### src/dtc_pkg.sv
// Constants, types and helpers shared by the dual timer block.
// Assumes an 8-bit special function register bus with 8-bit addresses.
package dtc_pkg;

  // Register addresses: one shared clock select, then one set per timer instance
  localparam logic [7:0] ADDR_CLKSEL = 8'hC9;
  localparam logic [7:0] ADDR_CTRL [2] = '{8'hC8, 8'hD8};
  localparam logic [7:0] ADDR_RL [2] = '{8'hCA, 8'hDA};
  localparam logic [7:0] ADDR_RH [2] = '{8'hCB, 8'hDB};
  localparam logic [7:0] ADDR_CL [2] = '{8'hCC, 8'hDC};
  localparam logic [7:0] ADDR_CH [2] = '{8'hCD, 8'hDD};

  // Values after reset
  localparam logic [7:0] RST_BYTE = 8'h00;

  // Clock select field positions in the shared select register
  localparam int SEL_FIRST_LOW_LSB = 0;
  localparam int SEL_FIRST_HIGH_LSB = 2;
  localparam int SEL_SECOND_LOW_LSB = 4;
  localparam int SEL_SECOND_HIGH_LSB = 6;

  // System clock divided by twelve
  localparam logic [3:0] DIV12_COUNT = 4'hC;

  // Byte and word wrap points
  localparam logic [7:0] BYTE_MAX = 8'hFF;
  localparam logic [15:0] WORD_MAX = 16'hFFFF;

  typedef enum logic [1:0] {
    SRC_SYS = 2'b00,
    SRC_SYS_DIV12 = 2'b01,
    SRC_TICK = 2'b10,
    SRC_PULSE = 2'b11
  } dtc_src_e;

  // Timer control register, bit 7 down to bit 0
  typedef struct packed {
    logic high_half_flag;
    logic low_half_flag;
    logic low_flag_enable;
    logic split_select;
    logic high_capture_select;
    logic low_capture_select;
    logic high_run_enable;
    logic low_run_enable;
  } dtc_ctrl_s;

  // One register bus request
  typedef struct packed {
    logic [7:0] addr;
    logic wr;
    logic rd;
    logic [7:0] wdata;
  } dtc_sfr_s;

  // Count enable for one selected source
  function automatic logic src_enable(input logic [1:0] sel, input logic div12,
                                      input logic tick, input logic pulse);
    logic en;
    en = 1'b1;
    case (dtc_src_e'(sel))
      SRC_SYS: en = 1'b1;
      SRC_SYS_DIV12: en = div12;
      SRC_TICK: en = tick;
      SRC_PULSE: en = pulse;
      default: en = 1'b1;
    endcase
    return en;
  endfunction

endpackage

### src/dtc_clk_src.sv
// Count source enables for the four clock select fields.
// Assumes tick and pulse inputs are one-cycle enables on clk_i.
`timescale 1ns/10ps
module dtc_clk_src (
  // Clock and reset
  input wire logic clk_i,
  input wire logic nrst_i,
  // Selection and timebase enables
  input wire logic [7:0] clksel_i,
  input wire logic rtc_tick_i,
  input wire logic rtc_pulse_i,
  // Enables: first low, first high, second low, second high
  output logic [3:0] src_en_o
);

  logic [3:0] div_q;
  logic [3:0] div_d;
  logic div12_q;
  logic div_wrap;

  // Divide-by-twelve enable, all counting stays on clk_i
  assign div_wrap = (div_q == dtc_pkg::DIV12_COUNT - 4'h1);
  assign div_d = div_wrap ? 4'h0 : div_q + 4'h1;

  always_ff @(posedge clk_i)
  begin
    if (!nrst_i)
    begin
      div_q <= 4'h0;
      div12_q <= 1'b0;
    end
    else
    begin
      div_q <= div_d;
      div12_q <= div_wrap; // see RULE19
    end
  end

  // see RULE14
  assign src_en_o[0] = dtc_pkg::src_enable(
    clksel_i[dtc_pkg::SEL_FIRST_LOW_LSB +: 2], div12_q, rtc_tick_i, rtc_pulse_i);
  assign src_en_o[1] = dtc_pkg::src_enable(
    clksel_i[dtc_pkg::SEL_FIRST_HIGH_LSB +: 2], div12_q, rtc_tick_i, rtc_pulse_i);
  assign src_en_o[2] = dtc_pkg::src_enable(
    clksel_i[dtc_pkg::SEL_SECOND_LOW_LSB +: 2], div12_q, rtc_tick_i, rtc_pulse_i);
  assign src_en_o[3] = dtc_pkg::src_enable(
    clksel_i[dtc_pkg::SEL_SECOND_HIGH_LSB +: 2], div12_q, rtc_tick_i, rtc_pulse_i);

endmodule

### src/dtc_timer_pair.sv
// Two identical 16-bit timers with capture, each splittable into two halves.
// Assumes capture events are one-cycle edge pulses on clk_i from the
// external interrupt logic, and tick/pulse enables come from a timebase.
//
// Functional notes
// RULE1: Wide timer wraps FFFF, reloads, sets high flag
// RULE2: Wide timer low byte wrap sets low flag
// RULE3: Wide capture copies counter, sets high flag
// RULE4: Wide capture word wrap sets low flag
// RULE5: Each instance uses its own external edge event
// RULE6: Stopped wide capture still captures and flags
// RULE7: Capture event observed only, never consumed
// RULE8: Split mode gives two independent byte counters
// RULE9: Split timer half reloads, sets own flag
// RULE10: Shared capture event captures both halves together
// RULE11: Split capture half flags only on capture
// RULE12: Stopped split capture half still captures
// RULE13: Mixed split halves behave as single modes
// RULE14: Two-bit field selects one of four sources
// RULE15: Shared select register field layout, high ignored wide
// RULE16: Request is high flag or enabled low flag
// RULE17: Flags cleared only by software writing zero
// RULE18: Low run starts all in wide mode
// RULE19: Sources are enables, counters on system clock
// RULE20: Hardware flag set beats software clear
`timescale 1ns/10ps
module dtc_timer_pair (
  // Clock and reset
  input wire logic clk_i,
  input wire logic nrst_i,
  // Register bus
  input wire dtc_pkg::dtc_sfr_s sfr_i,
  output logic [7:0] sfr_rdata_o,
  // Count sources and capture events
  input wire logic rtc_tick_i,
  input wire logic rtc_pulse_i,
  input wire logic [1:0] cap_evt_i,
  // Interrupt requests, one per instance
  output logic [1:0] irq_o
);

  logic [7:0] clksel_q;
  logic [3:0] src_en;
  logic [7:0] rdata_q;
  logic [1:0] irq_q;
  logic [7:0] inst_rdata [2];
  logic [1:0] inst_hit;
  logic [1:0] inst_irq;
  // Read data select; unmapped addresses read zero
  wire sel_hit = (sfr_i.addr == dtc_pkg::ADDR_CLKSEL);
  wire [7:0] rd_mux = sel_hit ? clksel_q :
                      inst_hit[0] ? inst_rdata[0] :
                      inst_hit[1] ? inst_rdata[1] : 8'h00;

  // Split half next count: reload on a timer wrap, else count up
  function automatic logic [7:0] half_next(input logic [7:0] val, input logic [7:0] rld,
                                           input logic cap_mode);
    logic [7:0] nxt;
    nxt = val + 8'h01;
    if (!cap_mode && val == dtc_pkg::BYTE_MAX)
    begin
      nxt = rld;
    end
    return nxt;
  endfunction

  // Split half flag from its own wrap, timer mode only
  function automatic logic half_wrap_flag(input logic cap_mode, input logic en,
                                          input logic [7:0] val);
    return !cap_mode && en && (val == dtc_pkg::BYTE_MAX);
  endfunction

  dtc_clk_src u_src (
    .clk_i(clk_i),
    .nrst_i(nrst_i),
    .clksel_i(clksel_q),
    .rtc_tick_i(rtc_tick_i),
    .rtc_pulse_i(rtc_pulse_i),
    .src_en_o(src_en)
  );

  always_ff @(posedge clk_i)
  begin
    if (!nrst_i)
    begin
      clksel_q <= dtc_pkg::RST_BYTE;
      rdata_q <= dtc_pkg::RST_BYTE;
      irq_q <= 2'b00;
    end
    else
    begin
      if (sfr_i.wr && sel_hit)
        clksel_q <= sfr_i.wdata; // see RULE15
      // Read data only moves on a read strobe
      if (sfr_i.rd)
        rdata_q <= rd_mux;
      irq_q <= inst_irq;
    end
  end

  assign sfr_rdata_o = rdata_q;
  assign irq_o = irq_q;

  for (genvar i = 0; i < 2; i++)
  begin : g_tmr
    dtc_pkg::dtc_ctrl_s ctrl_q;
    dtc_pkg::dtc_ctrl_s ctrl_d;
    logic [7:0] cl_q;
    logic [7:0] ch_q;
    logic [7:0] rl_q;
    logic [7:0] rh_q;
    logic [7:0] cl_d;
    logic [7:0] ch_d;
    logic [7:0] rl_d;
    logic [7:0] rh_d;
    logic set_h;
    logic set_l;
    wire hit_ctrl = (sfr_i.addr == dtc_pkg::ADDR_CTRL[i]);
    wire hit_rl = (sfr_i.addr == dtc_pkg::ADDR_RL[i]);
    wire hit_rh = (sfr_i.addr == dtc_pkg::ADDR_RH[i]);
    wire hit_cl = (sfr_i.addr == dtc_pkg::ADDR_CL[i]);
    wire hit_ch = (sfr_i.addr == dtc_pkg::ADDR_CH[i]);
    // Event is only sampled; the interrupt path sees the same pulse
    wire cap = cap_evt_i[i]; // see RULE5, RULE7
    wire [15:0] cnt = {ch_q, cl_q};
    wire [15:0] cnt_inc = cnt + 16'h0001;
    // High select field ignored in wide mode
    wire en_l = ctrl_q.low_run_enable && src_en[2 * i]; // see RULE18, RULE19
    wire en_h = ctrl_q.high_run_enable && src_en[2 * i + 1]; // see RULE15
    wire word_wrap = (cnt == dtc_pkg::WORD_MAX);
    wire low_wrap = (cl_q == dtc_pkg::BYTE_MAX);

    assign inst_hit[i] = hit_ctrl || hit_rl || hit_rh || hit_cl || hit_ch;
    assign inst_rdata[i] = hit_ctrl ? ctrl_q :
                           hit_rl ? rl_q :
                           hit_rh ? rh_q :
                           hit_cl ? cl_q :
                           hit_ch ? ch_q : 8'h00;
    // see RULE16
    assign inst_irq[i] = ctrl_q.high_half_flag ||
                         (ctrl_q.low_half_flag && ctrl_q.low_flag_enable);

    always_comb
    begin
      cl_d = cl_q;
      ch_d = ch_q;
      rl_d = hit_rl && sfr_i.wr ? sfr_i.wdata : rl_q;
      rh_d = hit_rh && sfr_i.wr ? sfr_i.wdata : rh_q;
      set_h = 1'b0;
      set_l = 1'b0;
      if (!ctrl_q.split_select)
      begin
        if (en_l && ctrl_q.low_capture_select)
        begin
          {ch_d, cl_d} = cnt_inc;
          set_l = word_wrap; // see RULE4
        end
        else if (en_l)
        begin
          {ch_d, cl_d} = word_wrap ? {rh_q, rl_q} : cnt_inc; // see RULE1
          set_h = word_wrap;
          set_l = low_wrap; // see RULE2
        end
        // Captures regardless of run enable
        if (ctrl_q.low_capture_select && cap)
        begin
          rh_d = ch_q; // see RULE3, RULE6
          rl_d = cl_q;
          set_h = 1'b1;
        end
      end
      else
      begin
        // see RULE8, RULE13
        if (en_l)
          cl_d = half_next(cl_q, rl_q, ctrl_q.low_capture_select); // see RULE9
        if (en_h)
          ch_d = half_next(ch_q, rh_q, ctrl_q.high_capture_select);
        set_l = half_wrap_flag(ctrl_q.low_capture_select, en_l, cl_q); // see RULE11
        set_h = half_wrap_flag(ctrl_q.high_capture_select, en_h, ch_q);
        if (ctrl_q.low_capture_select && cap)
        begin
          rl_d = cl_q; // see RULE10, RULE12
          set_l = 1'b1;
        end
        if (ctrl_q.high_capture_select && cap)
        begin
          rh_d = ch_q; // see RULE10, RULE12
          set_h = 1'b1;
        end
      end
      // Software counter writes override counting
      if (hit_cl && sfr_i.wr)
        cl_d = sfr_i.wdata;
      if (hit_ch && sfr_i.wr)
        ch_d = sfr_i.wdata;
      ctrl_d = (hit_ctrl && sfr_i.wr) ? dtc_pkg::dtc_ctrl_s'(sfr_i.wdata) : ctrl_q; // see RULE17
      ctrl_d.high_half_flag = ctrl_d.high_half_flag || set_h; // see RULE20
      ctrl_d.low_half_flag = ctrl_d.low_half_flag || set_l; // see RULE20
    end

    always_ff @(posedge clk_i)
    begin
      if (!nrst_i)
      begin
        ctrl_q <= dtc_pkg::dtc_ctrl_s'(dtc_pkg::RST_BYTE);
        cl_q <= dtc_pkg::RST_BYTE;
        ch_q <= dtc_pkg::RST_BYTE;
        rl_q <= dtc_pkg::RST_BYTE;
        rh_q <= dtc_pkg::RST_BYTE;
      end
      else
      begin
        ctrl_q <= ctrl_d;
        cl_q <= cl_d;
        ch_q <= ch_d;
        rl_q <= rl_d;
        rh_q <= rh_d;
      end
    end
  end

endmodule

### config.mk
export PLATFORM = sky130hd
export DESIGN_NAME = dtc_timer_pair
export DESIGN_NICKNAME = d
export VERILOG_FILES = /design/src/dtc_pkg.sv /design/src/dtc_clk_src.sv /design/src/dtc_timer_pair.sv
export SDC_FILE = /design/constraint.sdc
export NUM_CORES = 1
export LEC_CHECK = 0
export BUFFER_PORTS_ARGS = -buffer_cell sky130_fd_sc_hd__buf_2
export CAP_MARGIN = 20
export CORE_ASPECT_RATIO = 1.4
export CORE_MARGIN = 2
export CORE_UTILIZATION = 60
export CTS_BUF_LIST = sky130_fd_sc_hd__clkbuf_2
export DETAILED_ROUTE_END_ITERATION = 10
export PLACE_DENSITY = 0.82
export SLEW_MARGIN = 20
export SYNTH_ARGS = -nofsm -noshare
export SYNTH_HDL_FRONTEND = slang
export SYNTH_HIERARCHICAL = 1
export SYNTH_SLANG_ARGS = --single-unit
### constraint.sdc
create_clock -name clk_i -period 2.6 [get_ports clk_i]
set_input_delay 0.39 -clock clk_i [delete_from_list [all_inputs] [get_ports clk_i]]
set_output_delay 0.39 -clock clk_i [all_outputs]
set_load 0.005 [all_outputs]
==> impl_metrics.env, run 1 <==
export IMPL_htree_levels=3
export IMPL_critPathRequiredTime_ns=3.18
export IMPL_setup_viol=0
export IMPL_dp_cells=1108
export IMPL_final_core_util_pct=66.2
export IMPL_root_buffer="clkbuf_2"
export IMPL_grt_busiest_layer="met2"
export IMPL_cp_arrival_ns=3.04
export IMPL_synth_seq_cells=103
export IMPL_synthXorXnorAreaFrac_pct=2.18
export IMPL_ctsLongestPathBuffers=2
export IMPL_cts_sinks=103
export IMPL_finalHoldViolations=0
export IMPL_clock_latency_ns=0.64
export IMPL_grt_overflow=0
export IMPL_synth_compound_gate_area_share_pct=28.1
export IMPL_grt_pass1_vias=7402
export IMPL_core_area_um2=11800
export IMPL_ant_nets=0
export IMPL_yosysTopAreaCell="dfxtp_1"
export IMPL_initial_core_util_pct=61.4
export IMPL_dieWidth_um=96.7
export IMPL_cts_resized=0
export IMPL_grt_max_degree=46
export IMPL_wirelength_um=25600
export IMPL_yosys_area_share_simple_pct=26.0
export IMPL_post_route_min_period_ns=2.46
export IMPL_async_flop_share_pct=0
export IMPL_design_die_area_um2=12900
export IMPL_gp_congestion=1.02
export IMPL_drv_cap=0
export IMPL_dieHeight_um=134
export IMPL_cp_max_fo=4
export IMPL_dp_hpwl_um=18400
export IMPL_wl_per_cell_um=22.8
export IMPL_drc_errors=0
export IMPL_worst_slew_pin_transition_ns=0.798
export IMPL_syn_avg_cell_area_um2=7.59
export IMPL_use_met3_pct=6.72
export IMPL_ys_top_cells_by_count="103 x dfxtp_1, 95 x nor2_1, 92 x nand2_1, 65 x nand3_1, 60 x clkbuf_1"
export IMPL_synth_top_family_by_area="compound AO/OA/AOI/OAI gates"
export IMPL_io_buffers=33
export IMPL_synthTopCellsByArea="dfxtp_1 29%, mux2i_1 7.6%, nor2_1 4.9%"
export IMPL_grt_usage_pct=39.0
export IMPL_yosys_warnings=6
export IMPL_drive_above_1_share_pct=14.1
export IMPL_slew_viol_final=0
export IMPL_fmax_mhz=407
export IMPL_synthCells=951
export IMPL_nets=1001
export IMPL_antenna_found_initial=1
export IMPL_num_io_pins=34
export IMPL_crit_type="flop to flop"
export IMPL_synth_main_ff_cell="dfxtp_1"
export IMPL_synth_edff_count=0
export IMPL_place_ws_ns=0.129
export IMPL_syn_to_final_growth_pct=7.87
export IMPL_max_vdd_ir_drop_uv=234
export IMPL_cp_start_kind="flop"
export IMPL_vias=7935
export IMPL_hold_path_class="input port to flop"
export IMPL_p_leak_nw=2.98
export IMPL_hold_buffers=0
export IMPL_drt_initial_drc_count=693
export IMPL_synth_nets=980
export IMPL_synth_fa_ha_area_share_pct=0.867
export IMPL_row_count=47
export IMPL_fin_ws_ns=0.140
export IMPL_ys_seq_area_share_pct=28.6
export IMPL_tns_ns=0
export IMPL_synth_most_common_cell="dfxtp_1"
export IMPL_dr_pass1_iters=9
export IMPL_cp_end_kind="flop"
export IMPL_skew_ns=0.0310
export IMPL_numCtsBuffers=9
export IMPL_hold_ws_ns=0.0378
export IMPL_grt_pass1_wl_um=40100
export IMPL_synth_top_area_share_pct=28.6
export IMPL_status="completed"
export IMPL_fin_crit_sh_pct=94.6
export IMPL_grt_setup_unrepaired="no"
export IMPL_maxSlewHeadroom_pct=46.1
export IMPL_path_clk_slew_ns=0.30
export IMPL_synth_mux_area_share_pct=8.41
export IMPL_cts_tree="done"
export IMPL_grt_use_met1_pct=44.4
export IMPL_syn_cell_area_um2=7220
export IMPL_fin_cells=1124
export IMPL_vias_per_cell=7.06
export IMPL_post_cts_buffers=0
export IMPL_synthDistinctLibCells=85
export IMPL_use_met2_pct=64.8
export IMPL_power_density_nw_per_um2=336
## registers in the layout, summed over array words and instances, names as in the netlist
signal and cells:
clksel_q 8, irq_o 2, u_src/div12_q 1, g_tmr.cl_q 16
sfr_rdata_o 8, u_src/div_q 4, g_tmr.ch_q 16, g_tmr.rh_q 16
g_tmr.ctrl_q 16, g_tmr.rl_q 16
## cells by family (layout without fill, tap and decap cells)
logic type               after synthesis  count (layout)
AO/OA/AOI/OAI                        292             292
XOR/XNOR                              18              18
adder cells (fa/ha/maj)                5               5
buffers and inverters                 97             122
flip-flops                           103             103
multiplexers                          60              60
other                                  0               1
AND/OR/NAND/NOR                      376             376
## power breakdown
group	internal [mW]	switching [mW]	leakage, nW	total [mW]
registers	1.60	0.00828	0.831	1.60
logic	0.0818	0.183	2.09	0.265
clock network	0.139	0.611	0.0607	0.750
## worst max-delay path, stage by stage, from the launching register on
cell	delay, ns
dfxtp_1	0.46
mux2i_1	0.20
a22oi_1	0.18
and2_1	0.22
a2111o_1	0.51
or2_4	0.29
a21oi_4	0.18
a21oi_1	0.10
o41ai_2	0.27
## metal layers
metal  up-vias  wire length [µm]
li1       3625                 -
met1      3634              8890
met2       512             12100
met3       164              2410
met4         0              2240
met5         -                 0
## through the flow
| step | instance area [µm²] | power [mW] |
|---|---|---|
| after floorplan | 7220 | 1.79 |
| final | 7790 | 2.62 |
| after global placement | 7680 | 1.88 |
| after detailed placement | 7680 | 1.88 |
| after global routing | 7790 | 2.69 |
| after CTS | 7780 | 2.61 |
## final timing paths
| check | depth (start not counted) | endpoint | startpoint | slack, ns |
|---|---|---|---|---|
| max | 8 | g_tmr[0].cl_q[6] | clksel_q[1] | 0.14 |
| min reg2reg | 1 | u_src/div_q[0] | u_src/div_q[0] | 0.47 |
| max reg2reg | 8 | g_tmr[0].cl_q[6] | clksel_q[1] | 0.14 |
| min | 3 | u_src/div_q[0] | nrst_i | 0.04 |
## final cells by class
class | instances | area, µm²
clock buffers | 9 | 45.0
well taps | 147 | 184
clock inverters | 6 | 56.3
multi-input cells | 751 | 4740
repair buffers | 97 | 658
diodes | 1 | 2.50
inverters | 10 | 37.5
fillers | 1066 | 3970
flip-flops and latches | 103 | 2060
## layout by cell type (no fill, tap or decap), drive strengths merged, types with 15 or more instances in the layout
master and count:
mux2i 55, a21oi 53, nor3 18, nor2 96, o211ai 18, nand3 66
a31oi 21, o21ai 57, dfxtp 103, a311oi 26, nand2 95, buf 97
a22oi 15
(Power assumes the default switching activity.)
==> run 2, diff against run 1 <==
--- a/config.mk
+++ b/config.mk
@@ -9,10 +9,10 @@
 export CAP_MARGIN = 20
 export CORE_ASPECT_RATIO = 1.4
 export CORE_MARGIN = 2
-export CORE_UTILIZATION = 60
+export CORE_UTILIZATION = 45
 export CTS_BUF_LIST = sky130_fd_sc_hd__clkbuf_2
 export DETAILED_ROUTE_END_ITERATION = 10
-export PLACE_DENSITY = 0.82
+export PLACE_DENSITY = 0.65
 export SLEW_MARGIN = 20
 export SYNTH_ARGS = -nofsm -noshare
 export SYNTH_HDL_FRONTEND = slang
==> run 2 against run 1 <==
  * Register-to-register slack improved by 0.03 ns
  * Maximum frequency rose by 1.3%
  * Global-route usage fell by 7.4 points
  * Clock skew rose by 0.0033 ns
  * Largest power group unchanged
  * Highest routed layer unchanged
  * Clock-buffer cell count did not move
  * Clock power rose by 21%
  * Sequential cell count did not move
==> impl_metrics.env, run 2 (synthesized netlist as in run 1, its figures left out) <==
export IMPL_skew_ns=0.0343
export IMPL_p_clk_share_pct=32.6
export IMPL_tns_ns=0
export IMPL_fmax_mhz=412
export IMPL_p_int_mw=1.93
export IMPL_slowest_delay_ns=0.50
export IMPL_dieWidth_um=111
export IMPL_ant_nets=0
export IMPL_r2r_cells=8
export IMPL_rr_startpoint="clksel_q[1]"
export IMPL_design_die_area_um2=17100
export IMPL_row_count=54
export IMPL_drt_initial_drc_count=857
export IMPL_mostFrequentLayoutCell="dfxtp_1"
export IMPL_switchingPower_mw=0.859
export IMPL_top_layer="met4"
export IMPL_core_area_um2=15700
export IMPL_wirelength_um=27100
export IMPL_gp_congestion=0.981
export IMPL_io_buffers=33
export IMPL_nets=1013
export IMPL_p_leak_nw=3.05
export IMPL_cp_max_fo=4
export IMPL_htree_levels=3
export IMPL_cts_tree="done"
export IMPL_dr_pass1_iters=5
export IMPL_num_io_pins=34
export IMPL_fin_crit_sh_pct=93.4
export IMPL_cts_sinks=103
export IMPL_dp_hpwl_um=20000
export IMPL_syn_to_final_growth_pct=10.2
export IMPL_hold_buffers=0
export IMPL_report_power_total_mw=2.79
export IMPL_hold_path_class="input port to flop"
export IMPL_post_cts_buffers=0
export IMPL_final_core_util_pct=50.8
export IMPL_numCtsBuffers=9
export IMPL_power_density_nw_per_um2=351
export IMPL_worst_slew_pin_transition_ns=0.790
export IMPL_critPathRequiredTime_ns=3.24
export IMPL_critPathSlowestCell="a2111o_1"
export IMPL_root_buffer="clkbuf_2"
export IMPL_r2r_end="g_tmr[0].cl_q[6]"
export IMPL_grt_overflow=0
export IMPL_grt_max_degree=24
export IMPL_cp_arrival_ns=3.06
export IMPL_max_vdd_ir_drop_uv=200
export IMPL_grt_pass1_vias=7501
export IMPL_finish_instance_area_um2=7960
export IMPL_hold_end="g_tmr[1].rl_q[4]"
export IMPL_path_clk_slew_ns=0.34
export IMPL_post_route_min_period_ns=2.43
export IMPL_vias=7783
export IMPL_grt_setup_unrepaired="no"
export IMPL_sequentialPowerShare_pct=57.5
export IMPL_drc_errors=0
export IMPL_p_comb_share_pct=9.9
export IMPL_wl_met1_um=9990
export IMPL_path_buf_inv=0
export IMPL_route_met3_wl_um=1800
export IMPL_wl_met2_um=13300
export IMPL_mostFrequentLayoutCells="103 x dfxtp_1, 95 x nor2_1, 92 x nand2_1, 76 x buf_4, 65 x nand3_1"
export IMPL_hold_depth=3
export IMPL_status="completed"
export IMPL_critPathTopFamily="compound AO/OA/AOI/OAI gates"
export IMPL_switching_share_pct=30.8
export IMPL_crit_type="flop to flop"
export IMPL_finalHoldViolations=0
export IMPL_fin_cells=1186
export IMPL_slew_viol_final=0
export IMPL_initial_core_util_pct=46.1
export IMPL_rrSetupSlack_ns=0.17
export IMPL_vias_per_cell=6.56
export IMPL_clock_latency_ns=0.69
export IMPL_cp_end_kind="flop"
export IMPL_grt_usage_pct=31.6
export IMPL_setup_viol=0
export IMPL_maxSlewHeadroom_pct=47.1
export IMPL_dieHeight_um=154
export IMPL_cts_resized=0
export IMPL_drv_cap=0
export IMPL_wl_per_cell_um=22.9
export IMPL_hold_start="cap_evt_i[1]"
export IMPL_cp_start_kind="flop"
export IMPL_dp_cells=1169
export IMPL_placed_area_um2=7820
export IMPL_drive_above_1_share_pct=15.4
export IMPL_crit_chain="mux2i_1 > a22oi_1 > and2_1 > a2111o_1 > or2_4 > a21oi_4 > a21oi_1 > o41ai_2"
export IMPL_ctsLongestPathBuffers=2
export IMPL_grt_pass1_wl_um=42600
export IMPL_antenna_found_initial=1
run 2: changes by cell type in the layout (fill, tap and decap cells not counted):
cell / delta
buf_12: -1
buf_4: +13
bufinv_16: +1
clkinv_1: -1
clkinv_4: +1
clkinv_8: -1
inv_6: -1
inv_8: +2
run 2: worst register-to-register path, cell delays in order (launching register included):
cell and delay (ns):
dfxtp_1 0.46, mux2i_1 0.20, a22oi_1 0.18, and2_1 0.22, a2111o_1 0.50, or2_4 0.29, a21oi_4 0.18, a21oi_1 0.10
o41ai_2 0.26
run 2: power groups by stage:
| stage | sequential (mW) | combinational [mW] | clock (mW) |
|---|---|---|---|
| after global routing | 1.61 | 0.294 | 0.984 |
| after floorplan | 1.63 | 0.159 | 0 |
| after CTS | 1.60 | 0.268 | 0.914 |
| after global placement | 1.63 | 0.267 | 0 |
| final | 1.61 | 0.276 | 0.911 |
| after detailed placement | 1.63 | 0.267 | 0 |
run 2: cell type report:
cell class / count / area [µm²]
fill: 1591 / 7720
inverter: 10 / 37.5
multi-input combinational: 751 / 4740
antenna: 1 / 2.50
clock inverter: 7 / 88.8
clock buffer: 9 / 45.0
sequential: 103 / 2060
tap: 196 / 245
timing repair buffer: 109 / 736
run 2: worst max-delay path by stage:
stage           startpoint               end  slack [ns]  depth (start not counted)
6_report       clksel_q[1]  g_tmr[0].cl_q[6]        0.17                          8
5_1_grt        clksel_q[1]  g_tmr[0].ch_q[0]        0.04                          9
4_1_cts        clksel_q[1]  g_tmr[0].cl_q[6]        0.19                          8
3_5_place_dp   rtc_pulse_i  g_tmr[0].cl_q[6]        0.15                          9
3_3_place_gp   rtc_pulse_i  g_tmr[0].cl_q[6]        0.18                          9
2_1_floorplan  clksel_q[1]  g_tmr[0].ch_q[5]        0.38                          8
run 2: per-layer routing:
layer / global-route usage (%) / vias up
li1: - / 3635
met1: 36.7 / 3606
met2: 54.0 / 411
met3: 4.06 / 131
met4: 22.1 / 0
met5: 0 / -
run 2: through the flow:
| stage | hold WS, ns | setup slack [ns] |
|---|---|---|
| 6_report | 0.0388 | 0.173 |
| 3_3_place_gp | 0.437 | 0.178 |
| 5_1_grt | 0.0275 | 0.0382 |
| 4_1_cts | 0.0277 | 0.190 |
| 2_1_floorplan | 0.417 | 0.379 |
| 3_5_place_dp | 0.435 | 0.154 |
